File: config.mk
export PLATFORM = sky130hd
export DESIGN_NAME = dsm_monitor_bank
export DESIGN_NICKNAME = d
export VERILOG_FILES = /design/src/dsm_pkg.sv /design/src/dsm_error_history.sv /design/src/dsm_monitor_bank.sv
export VERILOG_INCLUDE_DIRS = /design/src
export SDC_FILE = /design/constraint.sdc
export NUM_CORES = 1
export LEC_CHECK = 0
export ABC_AREA = 1
export BUFFER_PORTS_ARGS = -buffer_cell sky130_fd_sc_hd__buf_2
export CAP_MARGIN = 20
export CELL_PAD_IN_SITES_DETAIL_PLACEMENT = 0
export CELL_PAD_IN_SITES_GLOBAL_PLACEMENT = 1
export CORE_ASPECT_RATIO = 1.1
export CORE_UTILIZATION = 38
export DETAILED_ROUTE_END_ITERATION = 6
export PLACE_DENSITY = 0.84
export RECOVER_POWER = 25
export SYNTH_ARGS = -nofsm -noshare
export SYNTH_HDL_FRONTEND = slang
export SYNTH_SLANG_ARGS = --single-unit
File: constraint.sdc
create_clock -name clk -period 7.08 [get_ports clk]
set_input_delay 1.416 -clock clk [delete_from_list [all_inputs] [get_ports clk]]
set_output_delay 1.416 -clock clk [all_outputs]
set_load 0.02 [all_outputs]
File: src/dsm_defines.svh
// Register offsets, reset values, error numbers and timing counts for the drive status monitor bank
`ifndef DSM_DEFINES_SVH
`define DSM_DEFINES_SVH
`define DSM_OFF_FREQ      4'h0
`define DSM_OFF_CURR      4'h1
`define DSM_OFF_VOLT      4'h2
`define DSM_OFF_HIST0     4'h3
`define DSM_OFF_HIST1     4'h4
`define DSM_OFF_HIST2     4'h5
`define DSM_OFF_HIST3     4'h6
`define DSM_OFF_DIAG      4'h7
`define DSM_OFF_STATUS    4'h8
`define DSM_OFF_MASK      4'h9
`define DSM_OFF_CONTROL   4'ha
`define DSM_RST_WORD      16'h0000
`define DSM_NO_ALARM      8'h00
`define DSM_ERR_BAD_INSTR 8'h0a
`define DSM_ERR_PARAM     8'h0b
`define DSM_ERR_OVERRUN   8'h16
`define DSM_ERR_NO_END    8'h18
`define DSM_FREQ_STEP     16'h000a
`define DSM_FLASH_NS      250000000
`define DSM_CLK_NS        20
`define DSM_FLASH_CYC     (`DSM_FLASH_NS / `DSM_CLK_NS)
`define DSM_STAT_W        3
`define DSM_STAT_HIST     0
`define DSM_STAT_DIAG     1
`define DSM_STAT_SCAN     2
`endif

File: src/dsm_pkg.sv
// Types shared by the drive status monitor bank
package dsm_pkg;
    // Live monitor sample from the drive
    typedef struct packed {
        logic [15:0] freq; // 0.01 Hz units
        logic [15:0] curr; // 0.01 A units
        logic [15:0] volt; // 0.1 V units
    } dsm_monitor_t;
    // Fault reports raised during a scan
    typedef struct packed {
        logic bad_instruction_error;
        logic param_error;
        logic scan_overrun_error;
        logic missing_scan_end_error;
    } dsm_diag_t;
    // Scan controller state
    typedef enum logic [2:0] {
        DSM_RUN   = 3'b001,
        DSM_SCAN  = 3'b010,
        DSM_STOP  = 3'b100
    } dsm_state_t;
endpackage

File: src/dsm_error_history.sv
// Eight-entry error code history, newest first, packed two codes per word
`timescale 1ns/1ps
module dsm_error_history
    import dsm_pkg::*;
(
    input  wire logic        clk,
    input  wire logic        rst,
    input  wire logic        push,      // Record a new code
    input  wire logic [7:0]  code,      // Code to record
    input  wire logic        publish,   // Copy entries to visible words
    output logic [63:0]      words      // Four packed words, word 0 lowest
);
    `include "dsm_defines.svh"
    logic [7:0] entry [0:7];            // Internal shift history
    genvar g;
    // Shift older on a new code, newest in slot 0
    always_ff @(posedge clk) begin
        if (rst) begin
            for (int i = 0; i < 8; i++) begin
                entry[i] <= `DSM_NO_ALARM;
            end
        end else if (push && code != `DSM_NO_ALARM) begin
            entry[0] <= code;
            for (int i = 1; i < 8; i++) begin
                entry[i] <= entry[i-1];
            end
        end
    end
    // Even entry low byte, odd entry high byte; refreshed at end of scan only
    generate
        for (g = 0; g < 4; g++) begin : g_pack
            always_ff @(posedge clk) begin
                if (rst) begin
                    words[16*g +: 16] <= `DSM_RST_WORD;
                end else if (publish) begin
                    words[16*g +: 16] <= {entry[2*g+1], entry[2*g]};
                end
            end
        end
    endgenerate
endmodule

File: src/dsm_monitor_bank.sv
// Drive status monitor bank with Avalon-MM register access
`timescale 1ns/1ps
// Summary of operation
// - Refresh monitors and history at every scan end
// - Monitor registers read-only, always readable
// - Frequency monitor counts 0.01 Hz units
// - Current monitor counts 0.01 A units
// - Voltage monitor counts 0.1 V units
// - Output frequency really steps by 0.1 Hz
// - Keep eight most recent error codes
// - Two codes per word, even entry low
// - Eight-bit codes, zero means no alarm
// - Operation error stores self-diagnostic number
// - Run indicator flashes on diagnostic error
// - Error 10 for bad instruction or device
// - Error 11 for bad program capacity setting
// - Error 22 when scan overruns watchdog
// - Error 24 when scan end missing
// - Operand checks gated by instruction class
// - Error stop clears outputs, holds others
module dsm_monitor_bank
    import dsm_pkg::*;
#(
    parameter int FLASH_CYC = `DSM_FLASH_CYC    // Half period of run indicator flash
)(
    input  wire logic         clk,
    input  wire logic         rst,
    input  wire logic [3:0]   avs_address,      // Word index
    input  wire logic         avs_read,
    input  wire logic         avs_write,
    input  wire logic [31:0]  avs_writedata,
    output logic [31:0]       avs_readdata,
    output logic              avs_waitrequest,
    output logic              avs_readdatavalid_unused,
    input  wire dsm_monitor_t drive_monitor,    // Live values from drive
    input  wire logic         scan_end,         // End-of-scan instruction executed
    input  wire logic         alarm_valid,      // Drive fault occurred
    input  wire logic [7:0]   alarm_code,       // Fault class code
    input  wire logic         instr_is_contact, // Load/AND/OR/compare/output class
    input  wire logic         instr_exec_cond,  // Execution condition true
    input  wire logic         instr_check,      // Instruction being checked
    input  wire logic         operand_bad,      // Operand device unusable
    input  wire logic         opcode_bad,       // Instruction code undecodable
    input  wire logic         param_bad,        // Capacity over 1k or bad function
    input  wire logic         watchdog_expired, // Scan overran watchdog
    input  wire logic         end_missing,      // Scan ended without end instruction
    input  wire logic [15:0]  user_outputs,     // Program outputs
    output logic [15:0]       drive_outputs,    // Outputs to drive, cleared on stop
    output logic              run_led,          // Program run indicator
    output logic              irq               // Level interrupt
);
    `include "dsm_defines.svh"
    dsm_state_t  state;                 // Scan controller state
    dsm_state_t  next_state;
    logic [15:0] freq_mon;              // Frequency monitor word
    logic [15:0] curr_mon;              // Current monitor word
    logic [15:0] volt_mon;              // Voltage monitor word
    logic [63:0] hist_words;            // Packed history words
    logic [7:0]  diag_num;              // Self-diagnostic error number
    logic [`DSM_STAT_W-1:0] status;     // Sticky event bits
    logic [`DSM_STAT_W-1:0] mask;       // Interrupt enables
    logic [`DSM_STAT_W-1:0] events;     // Events this cycle
    logic        run_enable;            // Software run request
    logic [31:0] flash_cnt;             // Flash timer
    logic        flash;                 // Flash phase
    logic        rd_pending;            // Read data registered, answer next cycle
    dsm_diag_t   diag;                  // Fault reports this cycle
    logic        check_now;             // Operand check active
    logic        stopped;

    // Decides whether an operand is validated this cycle
    function automatic logic operand_checked(input logic contact, input logic cond);
        return contact || cond;
    endfunction

    // Truncate frequency down to the 0.1 Hz step the output really runs at
    function automatic logic [15:0] freq_quantise(input logic [15:0] f);
        return f - (f % `DSM_FREQ_STEP);
    endfunction

    assign check_now = instr_check && operand_checked(instr_is_contact, instr_exec_cond);
    assign diag.bad_instruction_error  = check_now && (opcode_bad || operand_bad);
    assign diag.param_error            = param_bad;
    assign diag.scan_overrun_error     = watchdog_expired;
    assign diag.missing_scan_end_error = end_missing;
    assign stopped = (state == DSM_STOP);

    // Next state: any fault during a scan stops execution until reset
    always_comb begin
        next_state = state;
        case (state)
            DSM_RUN: begin
                if (run_enable) begin
                    next_state = DSM_SCAN;
                end
            end
            DSM_SCAN: begin
                if (diag != '0) begin
                    next_state = DSM_STOP;
                end else if (!run_enable) begin
                    next_state = DSM_RUN;
                end
            end
            DSM_STOP: begin
                next_state = DSM_STOP;
            end
            default: begin
                next_state = DSM_RUN;
            end
        endcase
    end

    // State register
    always_ff @(posedge clk) begin
        if (rst) begin
            state <= DSM_RUN;
        end else begin
            state <= next_state;
        end
    end

    // Error number capture; priority follows number order
    always_ff @(posedge clk) begin
        if (rst) begin
            diag_num <= 8'h00;
        end else if (state == DSM_SCAN) begin
            if (diag.bad_instruction_error) begin
                diag_num <= `DSM_ERR_BAD_INSTR;
            end else if (diag.param_error) begin
                diag_num <= `DSM_ERR_PARAM;
            end else if (diag.scan_overrun_error) begin
                diag_num <= `DSM_ERR_OVERRUN;
            end else if (diag.missing_scan_end_error) begin
                diag_num <= `DSM_ERR_NO_END;
            end
        end
    end

    // Monitor refresh at end of scan; writes never reach these
    always_ff @(posedge clk) begin
        if (rst) begin
            freq_mon <= `DSM_RST_WORD;
            curr_mon <= `DSM_RST_WORD;
            volt_mon <= `DSM_RST_WORD;
        end else if (scan_end) begin
            freq_mon <= freq_quantise(drive_monitor.freq);
            curr_mon <= drive_monitor.curr;
            volt_mon <= drive_monitor.volt;
        end
    end

    // History keeps recording drive faults in any state
    dsm_error_history u_hist (
        .clk     (clk),
        .rst     (rst),
        .push    (alarm_valid),
        .code    (alarm_code),
        .publish (scan_end),
        .words   (hist_words)
    );

    // Outputs follow the program, cleared while stopped
    always_ff @(posedge clk) begin
        if (rst) begin
            drive_outputs <= 16'h0000;
        end else if (stopped) begin
            drive_outputs <= 16'h0000;
        end else if (scan_end) begin
            drive_outputs <= user_outputs;
        end
    end

    // Run indicator: steady while running, flashing after a fault
    always_ff @(posedge clk) begin
        if (rst) begin
            flash_cnt <= 32'h0;
            flash     <= 1'b0;
            run_led   <= 1'b0;
        end else begin
            if (flash_cnt >= 32'(FLASH_CYC - 1)) begin
                flash_cnt <= 32'h0;
                flash     <= ~flash;
            end else begin
                flash_cnt <= flash_cnt + 32'h1;
            end
            if (stopped) begin
                run_led <= flash;
            end else begin
                run_led <= (state == DSM_SCAN);
            end
        end
    end

    // Events feeding the sticky status bits
    always_comb begin
        events = '0;
        events[`DSM_STAT_HIST] = alarm_valid && (alarm_code != `DSM_NO_ALARM);
        events[`DSM_STAT_DIAG] = (state == DSM_SCAN) && (diag != '0);
        events[`DSM_STAT_SCAN] = scan_end;
    end

    // Sticky status, cleared by a read; a new event wins over the clear
    always_ff @(posedge clk) begin
        if (rst) begin
            status <= '0;
        end else if (rd_pending && avs_address == `DSM_OFF_STATUS) begin
            status <= events;
        end else begin
            status <= status | events;
        end
    end

    assign irq = |(status & mask);

    // Software-writable control registers
    always_ff @(posedge clk) begin
        if (rst) begin
            mask       <= '0;
            run_enable <= 1'b0;
        end else if (avs_write) begin
            case (avs_address)
                `DSM_OFF_MASK: begin
                    mask <= avs_writedata[`DSM_STAT_W-1:0];
                end
                `DSM_OFF_CONTROL: begin
                    run_enable <= avs_writedata[0];
                end
                default: begin
                    // Monitor and history words ignore writes
                end
            endcase
        end
    end

    // Reads take two cycles: one wait, then data stands with waitrequest low
    always_ff @(posedge clk) begin
        if (rst) begin
            rd_pending <= 1'b0;
        end else begin
            rd_pending <= avs_read && !rd_pending;
        end
    end

    assign avs_waitrequest = avs_read && !rd_pending;
    assign avs_readdatavalid_unused = 1'b0;

    // Read data mux; unmapped words read zero
    always_ff @(posedge clk) begin
        if (rst) begin
            avs_readdata <= 32'h0;
        end else if (avs_read && !rd_pending) begin
            case (avs_address)
                `DSM_OFF_FREQ:    avs_readdata <= {16'h0, freq_mon};
                `DSM_OFF_CURR:    avs_readdata <= {16'h0, curr_mon};
                `DSM_OFF_VOLT:    avs_readdata <= {16'h0, volt_mon};
                `DSM_OFF_HIST0:   avs_readdata <= {16'h0, hist_words[15:0]};
                `DSM_OFF_HIST1:   avs_readdata <= {16'h0, hist_words[31:16]};
                `DSM_OFF_HIST2:   avs_readdata <= {16'h0, hist_words[47:32]};
                `DSM_OFF_HIST3:   avs_readdata <= {16'h0, hist_words[63:48]};
                `DSM_OFF_DIAG:    avs_readdata <= {24'h0, diag_num};
                `DSM_OFF_STATUS:  avs_readdata <= {29'h0, status};
                `DSM_OFF_MASK:    avs_readdata <= {29'h0, mask};
                `DSM_OFF_CONTROL: avs_readdata <= {29'h0, state};
                default:          avs_readdata <= 32'h0;
            endcase
        end
    end
endmodule

==> results of run 1 <==
-- path summary, 6_finish.rpt --
check	cells after the start	slack [ns]	to
setup / recovery	76	-0.31	freq_mon[15]$_SDFFE_PP0P_
hold / removal	2	0.45	u_hist.words[57]$_SDFFE_PP0P_
setup reg to reg	14	4.22	flash_cnt[22]$_SDFF_PP0_
hold reg to reg	2	0.45	u_hist.words[57]$_SDFFE_PP0P_
-- timing repair --
item | CTS | global route
endpoints found under the setup margin | 5 | 11
cloned | 0 | 0
resized for setup | 61 | 49
pin swaps | 24 | 29
setup buffers | 26 | 7
-- sequential cells by signal (all words and copies together), names as in the netlist --
register,count
u_hist.entry,64
u_hist.words,64
flash_cnt,32
avs_readdata,16
curr_mon,16
drive_outputs,16
volt_mon,16
freq_mon,15
diag_num,5
mask,3
state,3
status,3
flash,1
rd_pending,1
run_enable,1
run_led,1
-- report_power, final --
group	leakage, nW	internal [mW]	total (mW)	switching [mW]
combinational	3.52	1.21	2.51	1.30
clock	0.478	0.954	1.54	0.587
sequential	2.30	1.61	1.65	0.0424
-- area by class of cell --
| class | count | area (µm²) | area share [%] |
|---|---|---|---|
| inverters | 220 | 835.8 | 5.689 |
| well taps | 414 | 518.0 | 3.526 |
| multi-input cells | 975 | 5358 | 36.47 |
| clock buffers | 38 | 779.5 | 5.306 |
| flip-flops and latches | 257 | 5786 | 39.38 |
| repair buffers | 202 | 1206 | 8.210 |
| clock inverters | 14 | 209.0 | 1.422 |
-- tightest hold or removal path: stages, from the launching register on --
cell and delay, ns:
dfxtp_1 0.30, inv_1 0.05, a21oi_1 0.06
-- logic make-up (layout without fill, tap and decap cells) --
kind of cell    after synthesis  count (layout)  share of synthesized area, %
simple gates                534             534                         20.26
xor+xnor                     17              17                         1.267
buf+inv                     297             474                         10.04
compound gates              372             372                         17.41
flops                       257             257                         49.25
fa+ha+maj                    16              16                         1.704
other cells                   2              36                       0.06393
-- cell usage in the layout (no fill, tap or decap), drive strengths merged, types with 2 or more instances in the layout --
cell type / n
nand2: 272
inv: 218
dfxtp: 193
a21oi: 172
buf: 166
nor2: 152
o21ai: 144
nand3: 76
clkbuf: 74
edfxtp: 64
conb: 36
a221oi: 16
ha: 16
xor2: 13
nor3: 12
clkinv: 10
nand4: 8
o221ai: 8
nor4: 7
a21o: 5
o2111ai: 5
o22ai: 5
bufinv: 5
xnor2: 4
a22o: 4
nor3b: 4
o211ai: 4
o21bai: 3
o31ai: 2
-- through the flow --
stage	setup TNS [ns]	cells	power, mW	hold WS, ns	cell area [µm²]
after floorplan	-0.2197	1529	2.857	0.4227	11920
after global placement	-4.116	2034	3.338	0.4400	13040
after detailed placement	-5.858	2035	3.382	0.4438	13060
after CTS	-0.5988	2113	5.444	0.4535	14450
after global routing	-5.904	2120	6.034	0.4801	14690
final	-1.309	2120	5.701	0.4517	14690
-- metal layers --
| metal | share of wire (%) | global-route usage, % | wire (µm) | vias to the layer above |
|---|---|---|---|---|
| li1 | - | - | - | 5258 |
| met1 | 46 | 25.04 | 13600 | 4746 |
| met2 | 47 | 31.81 | 14060 | 241 |
| met3 | 5.0 | 2.545 | 1499 | 45 |
| met4 | 2.0 | 4.227 | 592 | 2 |
| met5 | 0.037 | 0 | 11 | - |
==> flow_metrics.tcl, run 1 <==
set metrics [dict create \
    drtPass1Iterations 5 \
    powerDensity_mw_per_mm2 388.0 \
    ys_warn_count 0 \
    insertion_delay_ns 0.55 \
    cts_tree "built" \
    wl_mm 29.76 \
    slew_headroom_pct -102.0 \
    synth_top_cell_area_share_pct 32.89 \
    synth_largest_area_cell "dfxtp_1" \
    hold_buffers 0 \
    antenna_found_initial 1 \
    n_antenna_cell 0 \
    skew_ns 0.02694 \
    cp_slowest_cell "ha_4" \
    cts-root-buf "clkbuf_16" \
    drive_above_1_share_pct 19.87 \
    drc 0 \
    p_leak_nw 6.295 \
    routedWlPerCell_um 14.04 \
    route.vias.total 10292 \
    cap_violations 2 \
    worst-path-max-fanout 6 \
    crit_top_cell "nand2_4" \
    hold_start "u_hist.words[57]$_SDFFE_PP0P_" \
    drtIter0Drc 715 \
    reg2reg_from "flash_cnt[0]$_SDFF_PP0_" \
    avgViaCountPerCell 4.855 \
    clk_path_buf_depth 3 \
    synthTopCellsByArea "dfxtp_1 (33%), edfxtp_1 (16%), nand2_1 (7.5%)" \
    setup_ws_ns -0.3089 \
    async_flop_share_pct 0 \
    slew_viol_final 168 \
    place_hpwl_mm 19.48 \
    grt_pass1_wl_mm 48.24 \
    grt_max_degree 107 \
    synth_area_per_cell_um2 7.858 \
    rows 67 \
    ys_seq_elements 257 \
    synth_edf_count 64 \
    synth_top_flop_cell "dfxtp_1" \
    fin_util_pct 48.28 \
    nets 1822 \
    worstPathRequired_ns 7.55 \
    finalCritPeriodShare_pct 104.4 \
    htree_levels 1 \
    grt_overflow_total 0 \
    worstSetupEndpointType "flip-flop" \
    die_h_um 186.4 \
    syn_area_mm2 0.01175 \
    synthTopCellsByCount "nand2_1 (236), inv_1 (203), dfxtp_1 (193)" \
    fp.coreArea_mm2 0.03043 \
    clk_pin_slew_ns 0.06 \
    rsz0062_at_grt "yes" \
    ant_nets 0 \
    numPortBuffers 126 \
    hold_violations 0 \
    crit_arrival_ns 7.86 \
    startpoint "drive_monitor[47]" \
    place_ws_ns -1.099 \
    synth_most_common_cell "nand2_1" \
    worst_pin_slew_ns 3.030 \
    fillers 2977 \
    postSynthCellCount 1495 \
    cts_made_buffers 28 \
    routabilityCongestion 0.8298 \
    syn_to_final_growth_pct 25.06 \
    hold_path.class "flip-flop to flip-flop" \
    vdd_ir_drop_max_v 0.0003306 \
    cts.sinks 257 \
    setup_viol 6 \
    outcome "finished with violations" \
    ys_seq_area_share_pct 49.25 \
    start_util_pct 38.60 \
    fmax_mhz 135.3 \
    path_class "input port to flip-flop" \
    grt_pass1_vias 9769 \
    crit_family "simple AND/OR/NAND/NOR gates" \
    die_area_mm2 0.03162 \
    layout_min_cycle_time_ns 7.389 \
    max_stage_delay_ns 0.26 \
    die_x_um 169.6 \
    failed_checks "capacitance limit, slew limit, setup timing" \
    ys_types 43 \
    gr-usage-all-layers_pct 18.70 \
    path_buf_inv 8 \
    worst_setup_path_start_kind "input port" \
    io-pin-count 174 \
]
(Power assumes the default switching activity.)
==> run 2, diff against run 1 <==
PLACE_DENSITY = not set   (was 0.84)
PLACE_DENSITY_LB_ADDON = 0.1   (was not set)
==> run 2 against run 1 <==
  * Highest routed layer is now met4
  * Via count decreased by 2.0%
  * Total power fell by 7.3%
  * Clock skew down 0.014 ns
  * Core utilization down 0.51 points
  * Fmax hardly changed
  * The flow still finishes with violations (capacitance limit, slew limit, setup timing)
  * Critical endpoint unchanged
  * Critical path type unchanged
  * Cell count decreased by 0.33%
  * Sequential cell count unchanged
  * Register-to-register slack worse by 0.02 ns
==> flow_metrics.tcl, run 2 (synthesized netlist as in run 1, its figures left out) <==
set metrics [dict create \
    route.vias.total 10084 \
    numPortBuffers 126 \
    use_met1_pct 26.55 \
    powerDensity_mw_per_mm2 363.7 \
    routedWlPerCell_um 14.60 \
    top_usage_layer "met2" \
    nets 1816 \
    start_util_pct 38.60 \
    n_antenna_cell 0 \
    drtPass1Iterations 7 \
    avgViaCountPerCell 4.772 \
    hold_violations 0 \
    drtIter0Drc 605 \
    slew_headroom_pct -121.7 \
    p_leak_nw 6.213 \
    drive_above_1_share_pct 19.54 \
    final_common_cell "nand2_1" \
    grt_util_met3_pct 2.503 \
    cp_slowest_cell "ha_4" \
    die_x_um 169.6 \
    die_area_mm2 0.03162 \
    setup_ws_ns -0.3026 \
    gr-usage-all-layers_pct 19.55 \
    grt_max_degree 100 \
    setup_viol 5 \
    fin_util_pct 47.77 \
    cts_tree "built" \
    drc 0 \
    grt_overflow_total 0 \
    grt_pass1_wl_mm 49.77 \
    antenna_found_initial 0 \
    io-pin-count 174 \
    clk_pin_slew_ns 0.06 \
    place_ws_ns -1.022 \
    outcome "finished with violations" \
    clk_path_buf_depth 3 \
    grt_pass1_vias 9595 \
    fmax_mhz 135.5 \
    final_area_mm2 0.01454 \
    max_stage_delay_ns 0.26 \
    min_path_cells 2 \
    slew_viol_final 61 \
    insertion_delay_ns 0.55 \
    worst_setup_path_start_kind "input port" \
    layout_common_cells "nand2_1 (206), inv_1 (196), dfxtp_1 (193)" \
    cts-root-buf "clkbuf_16" \
    cap_violations 1 \
    crit_top_cell "nand2_4" \
    skew_ns 0.01264 \
    fp.coreArea_mm2 0.03043 \
    worstSetupEndpointType "flip-flop" \
    worst_pin_slew_ns 3.326 \
    dp_cells 2040 \
    worstPathRequired_ns 7.57 \
    place_hpwl_mm 20.55 \
    placed_cell_area_mm2 0.01309 \
    finalCritPeriodShare_pct 104.3 \
    failed_checks "capacitance limit, slew limit, setup timing" \
    cts_made_buffers 29 \
    syn_to_final_growth_pct 23.75 \
    reg_top3 "u_hist.entry: 64 flops, u_hist.words: 64 flops, flash_cnt: 32 flops" \
    die_h_um 186.4 \
    layout_min_cycle_time_ns 7.383 \
    cts.sinks 257 \
    vdd_ir_drop_max_v 0.0003119 \
    wl_mm 30.85 \
    reg2reg_depth 14 \
    worst-path-max-fanout 5 \
    crit_arrival_ns 7.87 \
    fillers 3117 \
    htree_levels 1 \
    rsz0062_at_grt "yes" \
    grtUsageMet2_pct 32.87 \
    hold_path.class "flip-flop to flip-flop" \
    instances_no_fill 2113 \
    setup_tns_ns -0.6126 \
    rows 67 \
    routabilityCongestion 0.7662 \
    path_class "input port to flip-flop" \
    ant_nets 0 \
]
==> run 2: area by class of cell <==
class | count | area (µm²) | area share, %
Inverter | 220 | 838.3 | 5.766
Clock buffer | 49 | 850.8 | 5.852
Clock inverter | 3 | 32.53 | 0.2238
Tap cell | 414 | 518.0 | 3.563
Sequential cell | 257 | 5786 | 39.80
Multi-Input combinational cell | 975 | 5351 | 36.81
Timing Repair Buffer | 195 | 1161 | 7.987
==> run 2: final timing paths <==
kind	slack (ns)	endpoint	start
worst max-delay path	-0.30	freq_mon[15]$_SDFFE_PP0P_	drive_monitor[45]
worst min-delay path	0.45	curr_mon[8]$_SDFFE_PP0P_	curr_mon[8]$_SDFFE_PP0P_
worst max register to register	4.20	flash_cnt[22]$_SDFF_PP0_	flash_cnt[0]$_SDFF_PP0_
worst min register to register	0.45	curr_mon[8]$_SDFFE_PP0P_	curr_mon[8]$_SDFFE_PP0P_
==> run 2: layer usage <==
metal  up-vias  part of all wire, %
met3        38                  3.8
met2       179                   47
met4         0                  1.9
met1      4633                   47
li1       5234                    -
met5         -                    0
==> run 2: critical path: cells and delay by family <==
kind | cells | cell delay, ns
xor gates and xnor gates | 1 | 0.15
AOI/OAI and AO/OA | 10 | 1.27
buffers and inverters | 5 | 0.35
and+or+nand+nor | 56 | 4.39
adders and majority gates | 1 | 0.26
==> run 2: power by group <==
group	total, mW	internal, mW	switching, mW
registers	1.65	1.61	0.0414
clock network	1.40	0.814	0.581
logic	2.24	1.02	1.22
==> run 2: metrics by stage <==
stage                     total power, mW  hold WS (ns)
after floorplan                     2.857        0.4227
after global placement              3.371        0.4388
after detailed placement            3.389        0.4436
after CTS                           5.105        0.4532
after global routing                5.643        0.4780
final                               5.287        0.4520
==> run 2: repair_timing <==
| item | CTS | global route |
|---|---|---|
| resized for setup | 53 | 59 |
| buffers inserted | 18 | 4 |
| gates cloned | 0 | 0 |
| pin swaps | 27 | 50 |
| endpoints found under the hold margin | 0 | 0 |
| setup endpoints to repair | 5 | 9 |
| hold buffers | 0 | 0 |
